--- src/rtl/ppn_pkg.sv ---
// Package for the pattern next-data staging block: map, field layout, reset values
package ppn_pkg;

   // Register indices as printed; byte address on the bus is four times the index
   localparam logic [15:0] IDX_TRIG_SEL = 16'hFFA1;
   localparam logic [15:0] IDX_EN_HIGH = 16'hFFA2;
   localparam logic [15:0] IDX_EN_LOW = 16'hFFA3;
   localparam logic [15:0] IDX_NEXT_HIGH = 16'hFFA4;
   localparam logic [15:0] IDX_NEXT_LOW = 16'hFFA5;
   localparam logic [15:0] IDX_NEXT_G2 = 16'hFFA6;
   localparam logic [15:0] IDX_NEXT_G0 = 16'hFFA7;
   localparam logic [15:0] IDX_PORT_A = 16'hFFD3;
   localparam logic [15:0] IDX_PORT_B = 16'hFFD6;

   // Bus geometry
   localparam int ADR_W = 18;
   localparam int DAT_W = 32;
   localparam int REG_W = 8;

   // Reset values
   localparam logic [7:0] RST_NEXT = 8'h00;
   localparam logic [7:0] RST_ENABLE = 8'h00;
   localparam logic [7:0] RST_TRIG_SEL = 8'hFF;
   localparam logic [7:0] RST_PORT = 8'h00;
   localparam logic [7:0] RESERVED_BYTE = 8'hFF;
   localparam logic [3:0] RESERVED_NIBBLE = 4'hF;

   // Trigger select field positions: two bits per group, group 0 lowest
   localparam int TSEL_G0_LSB = 0;
   localparam int TSEL_G1_LSB = 2;
   localparam int TSEL_G2_LSB = 4;
   localparam int TSEL_G3_LSB = 6;
   localparam int TSEL_W = 2;

   // Port B bit that carries pattern bit fourteen, which has no pin
   localparam int PB_NO_PIN_BIT = 6;

   // Decoded bus access, carried as one unit
   typedef struct packed {
      logic active;
      logic write;
      logic lane0;
      logic [15:0] index;
      logic [7:0] wdata;
   } ppn_access_t;

endpackage : ppn_pkg

--- src/rtl/ppn_top.sv ---
// Next-data staging, enable masks and port data for the 16-bit pattern output unit
//
// The Wishbone interface to the registers was decided locally.
`timescale 1ns/100ps

// Summary of operation
// - Low-pair staging byte copies into port A data on the selected compare match.
// - Shared trigger for groups 0/1: whole byte at FFA5, FFA7 reads all ones.
// - Split triggers: group 1 upper nibble at FFA5, group 0 lower nibble at FFA7.
// - Low-pair staging clears on reset and hardware standby, kept in software standby.
// - High-pair staging byte copies into port B data on the selected compare match.
// - Shared trigger for groups 2/3: whole byte at FFA4, FFA6 reads all ones.
// - Split triggers: group 3 upper nibble at FFA4, group 2 lower nibble at FFA6.
// - High-pair staging clears on reset and hardware standby, kept in software standby.
// - Low-pair enable bit one lets its staged bit reach port A; zero blocks.
// - High-pair enable bit one lets staged bits 15..8 reach port B; zero blocks.
// - Low-pair enable mask clears on reset and hardware standby, kept otherwise.
// - High-pair enable mask clears on reset and hardware standby, kept otherwise.
// - Pattern bit fourteen is staged internally but never driven to a pin.
// - Port data bits enabled for pattern output ignore software writes.
// - Each group has a two-bit trigger select, all reset to channel three.
module ppn_top
(
   input wire logic MCLK_I,
   input wire logic RST_N_I,
   input wire logic HW_STANDBY_I,
   input wire logic SW_STANDBY_I,
   input wire logic [3:0] CMP_MATCH_I,
   input wire logic CYC_I,
   input wire logic STB_I,
   input wire logic WE_I,
   input wire logic [ppn_pkg::ADR_W-1:0] ADR_I,
   input wire logic [3:0] SEL_I,
   input wire logic [ppn_pkg::DAT_W-1:0] DAT_I,
   output logic [ppn_pkg::DAT_W-1:0] DAT_O,
   output logic ACK_O,
   output logic [7:0] PA_O,
   output logic [7:0] PB_O
);

   logic ack_ff;
   logic [ppn_pkg::DAT_W-1:0] rdat_ff;
   logic [7:0] next_low_ff;
   logic [7:0] next_high_ff;
   logic [7:0] en_low_ff;
   logic [7:0] en_high_ff;
   logic [7:0] trig_sel_ff;
   logic [7:0] port_a_ff;
   logic [7:0] port_b_ff;
   logic [3:0] grp_fire;
   logic low_shared;
   logic high_shared;
   logic word_ok;
   logic wr_go;
   ppn_pkg::ppn_access_t acc;
   logic [7:0] nxt_rdat;
   logic [7:0] nxt_port_a;
   logic [7:0] nxt_port_b;
   logic [15:0] fire_mask;

   // Decode the bus request; only whole-word aligned addresses are mapped
   always_comb
   begin
      acc.active = CYC_I & STB_I;
      acc.write = WE_I;
      acc.lane0 = SEL_I[0];
      acc.index = ADR_I[17:2];
      acc.wdata = DAT_I[7:0];
   end

   assign word_ok = (ADR_I[1:0] == 2'h0);
   // Writes land on the edge where the master samples the acknowledge
   assign wr_go = acc.active & ack_ff & acc.write & acc.lane0 & word_ok;

   // Groups sharing a trigger share one field value
   assign low_shared = (trig_sel_ff[ppn_pkg::TSEL_G0_LSB +: ppn_pkg::TSEL_W]
                        == trig_sel_ff[ppn_pkg::TSEL_G1_LSB +: ppn_pkg::TSEL_W]);
   assign high_shared = (trig_sel_ff[ppn_pkg::TSEL_G2_LSB +: ppn_pkg::TSEL_W]
                         == trig_sel_ff[ppn_pkg::TSEL_G3_LSB +: ppn_pkg::TSEL_W]);

   // Per-group strobe picked from the four timer channels
   genvar g;
   generate
      for (g = 0; g < 4; g++)
      begin : g_fire
         assign grp_fire[g] = CMP_MATCH_I[trig_sel_ff[g*2 +: 2]] & ~SW_STANDBY_I;
         assign fire_mask[g*4 +: 4] = {4{grp_fire[g]}};
      end
   endgenerate

   // Wishbone acknowledge: one wait state, dropped the cycle after it was given
   always_ff @(posedge MCLK_I or negedge RST_N_I)
   begin
      if (!RST_N_I)
         ack_ff <= 1'b0;
      else
         ack_ff <= acc.active & ~ack_ff;
   end

   // Read mux; split layouts pad the unused nibble with ones
   always_comb
   begin
      nxt_rdat = 8'h00;
      if (word_ok)
      begin
         unique case (acc.index)
            ppn_pkg::IDX_TRIG_SEL: nxt_rdat = trig_sel_ff;
            ppn_pkg::IDX_EN_HIGH: nxt_rdat = en_high_ff;
            ppn_pkg::IDX_EN_LOW: nxt_rdat = en_low_ff;
            ppn_pkg::IDX_NEXT_HIGH: nxt_rdat = high_shared ? next_high_ff
                                     : {next_high_ff[7:4], ppn_pkg::RESERVED_NIBBLE};
            ppn_pkg::IDX_NEXT_LOW: nxt_rdat = low_shared ? next_low_ff
                                    : {next_low_ff[7:4], ppn_pkg::RESERVED_NIBBLE};
            ppn_pkg::IDX_NEXT_G2: nxt_rdat = high_shared ? ppn_pkg::RESERVED_BYTE
                                   : {ppn_pkg::RESERVED_NIBBLE, next_high_ff[3:0]};
            ppn_pkg::IDX_NEXT_G0: nxt_rdat = low_shared ? ppn_pkg::RESERVED_BYTE
                                   : {ppn_pkg::RESERVED_NIBBLE, next_low_ff[3:0]};
            ppn_pkg::IDX_PORT_A: nxt_rdat = port_a_ff;
            ppn_pkg::IDX_PORT_B: nxt_rdat = port_b_ff;
            default: nxt_rdat = 8'h00; // Unmapped reads answer zero
         endcase
      end
   end

   // Read data is captured with the acknowledge so it comes from a flip-flop
   always_ff @(posedge MCLK_I or negedge RST_N_I)
   begin
      if (!RST_N_I)
         rdat_ff <= '0;
      else if (acc.active & ~ack_ff)
         rdat_ff <= {24'h000000, nxt_rdat};
   end

   // Trigger select register
   always_ff @(posedge MCLK_I or negedge RST_N_I)
   begin
      if (!RST_N_I)
         trig_sel_ff <= ppn_pkg::RST_TRIG_SEL;
      else if (HW_STANDBY_I)
         trig_sel_ff <= ppn_pkg::RST_TRIG_SEL;
      else if (wr_go && acc.index == ppn_pkg::IDX_TRIG_SEL)
         trig_sel_ff <= acc.wdata;
   end

   // Low-pair staging; software standby simply does not touch it
   always_ff @(posedge MCLK_I or negedge RST_N_I)
   begin
      if (!RST_N_I)
         next_low_ff <= ppn_pkg::RST_NEXT;
      else if (HW_STANDBY_I)
         next_low_ff <= ppn_pkg::RST_NEXT;
      else if (wr_go && acc.index == ppn_pkg::IDX_NEXT_LOW)
      begin
         if (low_shared)
            next_low_ff <= acc.wdata;
         else
            next_low_ff[7:4] <= acc.wdata[7:4];
      end
      else if (wr_go && acc.index == ppn_pkg::IDX_NEXT_G0 && !low_shared)
         next_low_ff[3:0] <= acc.wdata[3:0];
   end

   // High-pair staging; bit 6 holds pattern bit fourteen internally
   always_ff @(posedge MCLK_I or negedge RST_N_I)
   begin
      if (!RST_N_I)
         next_high_ff <= ppn_pkg::RST_NEXT;
      else if (HW_STANDBY_I)
         next_high_ff <= ppn_pkg::RST_NEXT;
      else if (wr_go && acc.index == ppn_pkg::IDX_NEXT_HIGH)
      begin
         if (high_shared)
            next_high_ff <= acc.wdata;
         else
            next_high_ff[7:4] <= acc.wdata[7:4];
      end
      else if (wr_go && acc.index == ppn_pkg::IDX_NEXT_G2 && !high_shared)
         next_high_ff[3:0] <= acc.wdata[3:0];
   end

   // Enable masks
   always_ff @(posedge MCLK_I or negedge RST_N_I)
   begin
      if (!RST_N_I)
      begin
         en_low_ff <= ppn_pkg::RST_ENABLE;
         en_high_ff <= ppn_pkg::RST_ENABLE;
      end
      else if (HW_STANDBY_I)
      begin
         en_low_ff <= ppn_pkg::RST_ENABLE;
         en_high_ff <= ppn_pkg::RST_ENABLE;
      end
      else if (wr_go)
      begin
         if (acc.index == ppn_pkg::IDX_EN_LOW)
            en_low_ff <= acc.wdata;
         if (acc.index == ppn_pkg::IDX_EN_HIGH)
            en_high_ff <= acc.wdata;
      end
   end

   // Next port data: software writes only reach bits not owned by pattern output,
   // so a transfer and a write never fight over the same bit
   always_comb
   begin
      nxt_port_a = port_a_ff;
      nxt_port_b = port_b_ff;
      if (wr_go && acc.index == ppn_pkg::IDX_PORT_A)
         nxt_port_a = (port_a_ff & en_low_ff) | (acc.wdata & ~en_low_ff);
      if (wr_go && acc.index == ppn_pkg::IDX_PORT_B)
         nxt_port_b = (port_b_ff & en_high_ff) | (acc.wdata & ~en_high_ff);
      // Staging values read here are pre-write, as the flops update afterwards
      nxt_port_a = (nxt_port_a & ~(en_low_ff & fire_mask[7:0]))
                   | (next_low_ff & en_low_ff & fire_mask[7:0]);
      nxt_port_b = (nxt_port_b & ~(en_high_ff & fire_mask[15:8]))
                   | (next_high_ff & en_high_ff & fire_mask[15:8]);
   end

   // Port data registers
   always_ff @(posedge MCLK_I or negedge RST_N_I)
   begin
      if (!RST_N_I)
      begin
         port_a_ff <= ppn_pkg::RST_PORT;
         port_b_ff <= ppn_pkg::RST_PORT;
      end
      else if (HW_STANDBY_I)
      begin
         port_a_ff <= ppn_pkg::RST_PORT;
         port_b_ff <= ppn_pkg::RST_PORT;
      end
      else
      begin
         port_a_ff <= nxt_port_a;
         port_b_ff <= nxt_port_b;
      end
   end

   assign ACK_O = ack_ff;
   assign DAT_O = rdat_ff;
   assign PA_O = port_a_ff;
   // No pin exists for pattern bit fourteen, so it is forced low at the boundary
   always_comb
   begin
      PB_O = port_b_ff;
      PB_O[ppn_pkg::PB_NO_PIN_BIT] = 1'b0;
   end

endmodule : ppn_top

--- config.mk ---
export PLATFORM = sky130hd
export DESIGN_NAME = ppn_top
export DESIGN_NICKNAME = d
export VERILOG_FILES = /design/src/rtl/ppn_pkg.sv /design/src/rtl/ppn_top.sv
export SDC_FILE = /design/constraint.sdc
export NUM_CORES = 1
export LEC_CHECK = 0
export BUFFER_PORTS_ARGS = -buffer_cell sky130_fd_sc_hd__buf_2
export CAP_MARGIN = 40
export CORE_ASPECT_RATIO = 1.5
export CORE_UTILIZATION = 47
export CTS_CLUSTER_DIAMETER = 60
export DETAILED_ROUTE_END_ITERATION = 7
export PLACE_DENSITY_LB_ADDON = 0.12
export SLEW_MARGIN = 20
export SYNTH_ARGS = -nofsm -noshare
export SYNTH_HDL_FRONTEND = slang
export SYNTH_SLANG_ARGS = --single-unit
--- constraint.sdc ---
create_clock -name MCLK_I -period 2.05 [get_ports MCLK_I]
set_clock_uncertainty 0.15 [all_clocks]
set_input_delay 0.3075 -clock MCLK_I [delete_from_list [all_inputs] [get_ports MCLK_I]]
set_output_delay 0.3075 -clock MCLK_I [all_outputs]
set_load 0.1 [all_outputs]
==> impl_metrics.py <==
metrics = {
    "outcome": {
        "outcome": "finished, violations left",
        "violations_in_the_final_reports": "negative setup slack",
    },
    "routing": {
        "detail_route.vias_per_cell": 5.67,
        "drt-initial-drc-count": 240,
        "post-route-drc-count": 0,
        "ant_nets": 0,
        "number_of_detailed_route_iterations_in_the_first_pass": 5,
        "wl_um": 11600,
        "detail_route.wl_per_cell_um": 17.8,
        "vias": 3706,
    },
    "floorplan": {
        "fp.dieW_um": 79.4,
        "design.core.area_sq_mm": 0.00878,
        "starting_utilization_of_the_core_area_pct": 48.1,
        "row_count": 42,
        "die_height_um": 118,
        "io_pins": 114,
        "dieArea_sq_mm": 0.00937,
    },
    "clock_network": {
        "htree_num_levels": 3,
        "cts-buffers-inserted": 9,
        "clock_sink_count": 65,
        "cts_tree": "done",
        "cts_root_buffer": "sky130_fd_sc_hd__clkbuf_16",
        "number_of_buffers_on_the_longest_clock_path": 2,
        "clock_insertion_delay_worst_skew_ns": 0.33,
        "clk_pin_slew_worst_paths_ns": 0.05,
    },
    "critical_path": {
        "crit_slowest_cell": "sky130_fd_sc_hd__or4_4",
        "worstSetupEndpointType": "flop",
        "critical_path.max_stage_delay_ns": 0.60,
        "crit_end": "DAT_O[1]",
        "critPathArrivalTime_ns": 2.33,
        "critical_path.reg2reg.endpoint": "DAT_O[1]",
        "timing.critical_path.mode_cell": "sky130_fd_sc_hd__or4_4",
        "timing_worst_setup_path_type": "reg2reg",
        "cp_data_required_time_ns": 2.15,
        "cp_max_fo": 4,
        "reg2reg_setup_slack_ns": -0.18,
        "worst_setup_path_start_kind": "flop",
        "critical_path.cell_chain": "buf_4, nand3b_1, or4_4, or4_4, o211ai_1",
        "crit_path_start": "ACK_O",
        "worstRegToRegCells": 5,
        "reg2reg_from": "ACK_O",
    },
    "finish": {
        "post_route_cells_drive_above_1_share_pct": 30.3,
        "layout-area-overhead-vs-synth_pct": 23.2,
        "instances_no_fill": 654,
        "nFillCells": 785,
        "diodes": 0,
        "fin_nets": 604,
    },
    "global_route": {
        "globalRouteOverflowTotal": 0,
        "global_route_wire_length_before_repair_um": 18500,
        "track_usage_pct": 26.2,
        "antenna_found_initial": 0,
        "grt_max_degree": 66,
        "first_global_vias": 3553,
    },
    "place": {
        "hpwlAfterDp_um": 8650,
        "gp_congestion": 0.854,
        "dp_worst_setup_slack_ns": -0.280,
        "dpl.cell_count": 633,
        "port_buffer_cells": 61,
    },
    "sta": {
        "layout_setup_ws_ns": -0.184,
        "worst-slew-pin-transition_ns": 0.624,
        "fin_hold_ws_ns": 0.184,
        "achievable-frequency_ghz": 0.448,
        "setup_violations": 16,
        "worst_slew_margin_rel_pct": 58.4,
        "finalWorstPathRequiredPeriod_ns": 2.23,
        "timing.final.max_slew_violations": 0,
        "hold_viol": 0,
        "grt_setup_unrepaired": "yes",
        "period_share_pct": 109,
    },
    "run": {
        "maxCapViolCount": 0,
    },
    "synth": {
        "synth-async-reset-ratio_pct": 100,
        "yosysTopAreaCellShare_pct": 33.8,
        "synth_cells": 442,
        "synthesis.area_sq_mm": 0.00422,
        "postSynthRegisterBits": 65,
        "yosysTopAreaCell": "sky130_fd_sc_hd__dfrtp_1",
        "ys.warnings.count": 0,
        "ys.flop_type": "sky130_fd_sc_hd__dfrtp_1",
        "number_of_enable_flip_flop_cells_after_synthesis": 0,
        "synth_area_per_cell_sq_um": 9.55,
        "synth.yosys.seq_area_share_pct": 38.8,
        "synth.area.top_cells": "sky130_fd_sc_hd__dfrtp_1 (34%), sky130_fd_sc_hd__mux2i_1 (11%), sky130_fd_sc_hd__buf_4 (5.7%), sky130_fd_sc_hd__dfstp_2 (5.0%), sky130_fd_sc_hd__nor2_1 (4.2%)",
        "yosys.cell_types.count": 60,
    },
    "power": {
        "power.density_mw_per_mm2": 594,
        "ir_drop_mv": 0.461,
        "design_power_total_w": 0.00309,
        "cellLeakagePower_nw": 2.61,
    },
    "hold_path": {
        "holdCritPathClass": "in2reg",
    },
}
critical path, delay by kind of cell, from the launching register on:
family | cells | cell delay (ns)
simple gates | 3 | 1.23
flops | 1 | 0.47
compound gates | 1 | 0.17
buf+inv | 1 | 0.14
cell families (layout without fill, tap and decap cells):
| family | count (synthesis) | after routing | synth area share (%) |
|---|---|---|---|
| compound gates | 91 | 91 | 17.0 |
| xor+xnor | 4 | 4 | 0.830 |
| buf+inv | 78 | 156 | 10.2 |
| flops | 65 | 65 | 38.8 |
| mux | 54 | 54 | 14.1 |
| other cells | 1 | 25 | 0.0889 |
| simple gates | 149 | 149 | 19.0 |
flip-flops by register name, summed over array words and instances, names as in the netlist:
name	cells
next_high_ff	8
port_b_ff	8
en_low_ff	8
trig_sel_ff	8
ACK_O	1
DAT_O	8
next_low_ff	8
en_high_ff	8
PA_O	8
where the power goes:
part | total (W) | switching, W | internal, W
logic | 0.000453 | 0.000355 | 0.0000984
registers | 0.00129 | 0.000000634 | 0.00129
clock network | 0.00135 | 0.000534 | 0.000815
total | 0.00309 | 0.000890 | 0.00220
layer usage:
layer,vias to the layer above,wire [um],share of wire [%],global-route usage [%]
li1,1774,-,-,-
met5,-,0,0,0
met2,128,5660,49,41.2
met4,0,371,3.2,14.1
met1,1779,5070,44,34.2
met3,25,513,4.4,4.19
placed cells by master, fill, tap and decap left out, types with 5 or more instances in the layout:
cell / Yosys / routed
sky130_fd_sc_hd__nor2_1: 47 / 47
sky130_fd_sc_hd__clkbuf_1: 19 / 5
sky130_fd_sc_hd__dfstp_2: 8 / 8
sky130_fd_sc_hd__mux2i_1: 46 / 46
sky130_fd_sc_hd__o21ai_0: 7 / 6
sky130_fd_sc_hd__nor3_1: 23 / 23
sky130_fd_sc_hd__nor4_1: 6 / 6
sky130_fd_sc_hd__buf_2: 1 / 61
sky130_fd_sc_hd__nand2_1: 21 / 21
sky130_fd_sc_hd__dfrtp_1: 57 / 56
sky130_fd_sc_hd__a22oi_1: 9 / 9
sky130_fd_sc_hd__nand3_1: 7 / 6
sky130_fd_sc_hd__o21ai_1: 5 / 6
sky130_fd_sc_hd__clkbuf_16: 0 / 9
sky130_fd_sc_hd__a211o_1: 9 / 9
sky130_fd_sc_hd__a22o_1: 6 / 6
sky130_fd_sc_hd__o21a_1: 7 / 7
sky130_fd_sc_hd__inv_1: 21 / 21
sky130_fd_sc_hd__o211ai_1: 5 / 5
sky130_fd_sc_hd__a211oi_1: 6 / 6
sky130_fd_sc_hd__buf_4: 32 / 52
sky130_fd_sc_hd__and3_1: 5 / 5
sky130_fd_sc_hd__conb_1: 1 / 25
sky130_fd_sc_hd__o31ai_1: 8 / 8
layout make-up:
type / count / area [sq um] / share of cell area [%]
clock buffers: 14 / 244 / 4.69
clock inverters: 2 / 10.0 / 0.192
inverters: 22 / 82.6 / 1.59
multi-input cells: 323 / 2310 / 44.4
flip-flops and latches: 65 / 1640 / 31.5
well taps: 110 / 138 / 2.65
repair buffers: 118 / 777 / 14.9
Yosys cell counts (5+ instances only):
| cell type | number |
|---|---|
| sky130_fd_sc_hd__dfrtp_1 | 57 |
| sky130_fd_sc_hd__nor2_1 | 47 |
| sky130_fd_sc_hd__mux2i_1 | 46 |
| sky130_fd_sc_hd__buf_4 | 32 |
| sky130_fd_sc_hd__nor3_1 | 23 |
| sky130_fd_sc_hd__inv_1 | 21 |
| sky130_fd_sc_hd__nand2_1 | 21 |
| sky130_fd_sc_hd__clkbuf_1 | 19 |
| sky130_fd_sc_hd__a211o_1 | 9 |
| sky130_fd_sc_hd__a22oi_1 | 9 |
| sky130_fd_sc_hd__dfstp_2 | 8 |
| sky130_fd_sc_hd__o31ai_1 | 8 |
| sky130_fd_sc_hd__nand3_1 | 7 |
| sky130_fd_sc_hd__o21a_1 | 7 |
| sky130_fd_sc_hd__o21ai_0 | 7 |
| sky130_fd_sc_hd__a211oi_1 | 6 |
| sky130_fd_sc_hd__a22o_1 | 6 |
| sky130_fd_sc_hd__nor4_1 | 6 |
| sky130_fd_sc_hd__and3_1 | 5 |
| sky130_fd_sc_hd__o211ai_1 | 5 |
| sky130_fd_sc_hd__o21ai_1 | 5 |
| sky130_fd_sc_hd__or4_1 | 5 |
worst min path at each step:
stage                     slack [ns]      from             to  depth (start not counted)
final                           0.18  DAT_I[0]   en_low_ff[0]                          3
after floorplan                -0.14   RST_N_I       DAT_O[0]                          0
after detailed placement        0.21   RST_N_I   port_b_ff[6]                          2
after global placement          0.20   RST_N_I   port_b_ff[6]                          2
after CTS                       0.18  DAT_I[3]  en_high_ff[3]                          3
after global routing            0.20  DAT_I[3]   en_low_ff[3]                          3
metrics by stage:
step	instance area [sq um]	TNS [ns]	util [%]
2_1_floorplan	4360	-5.91	-
3_3_place_gp	4880	-3.90	55.6
3_5_place_dp	4880	-4.39	55.6
4_1_cts	5170	-2.08	59.0
5_1_grt	5200	-2.96	59.3
6_report	5200	-1.99	59.3
timing repair:
item                                    CTS  global route
hold buffers                              1             0
endpoints found under the hold margin    57             0
pin swaps                                 3             5
endpoints found under the setup margin   20            23
buffers inserted                          2             2
resized for setup                         3             2
Note: power is estimated with default switching activity, not from simulation.
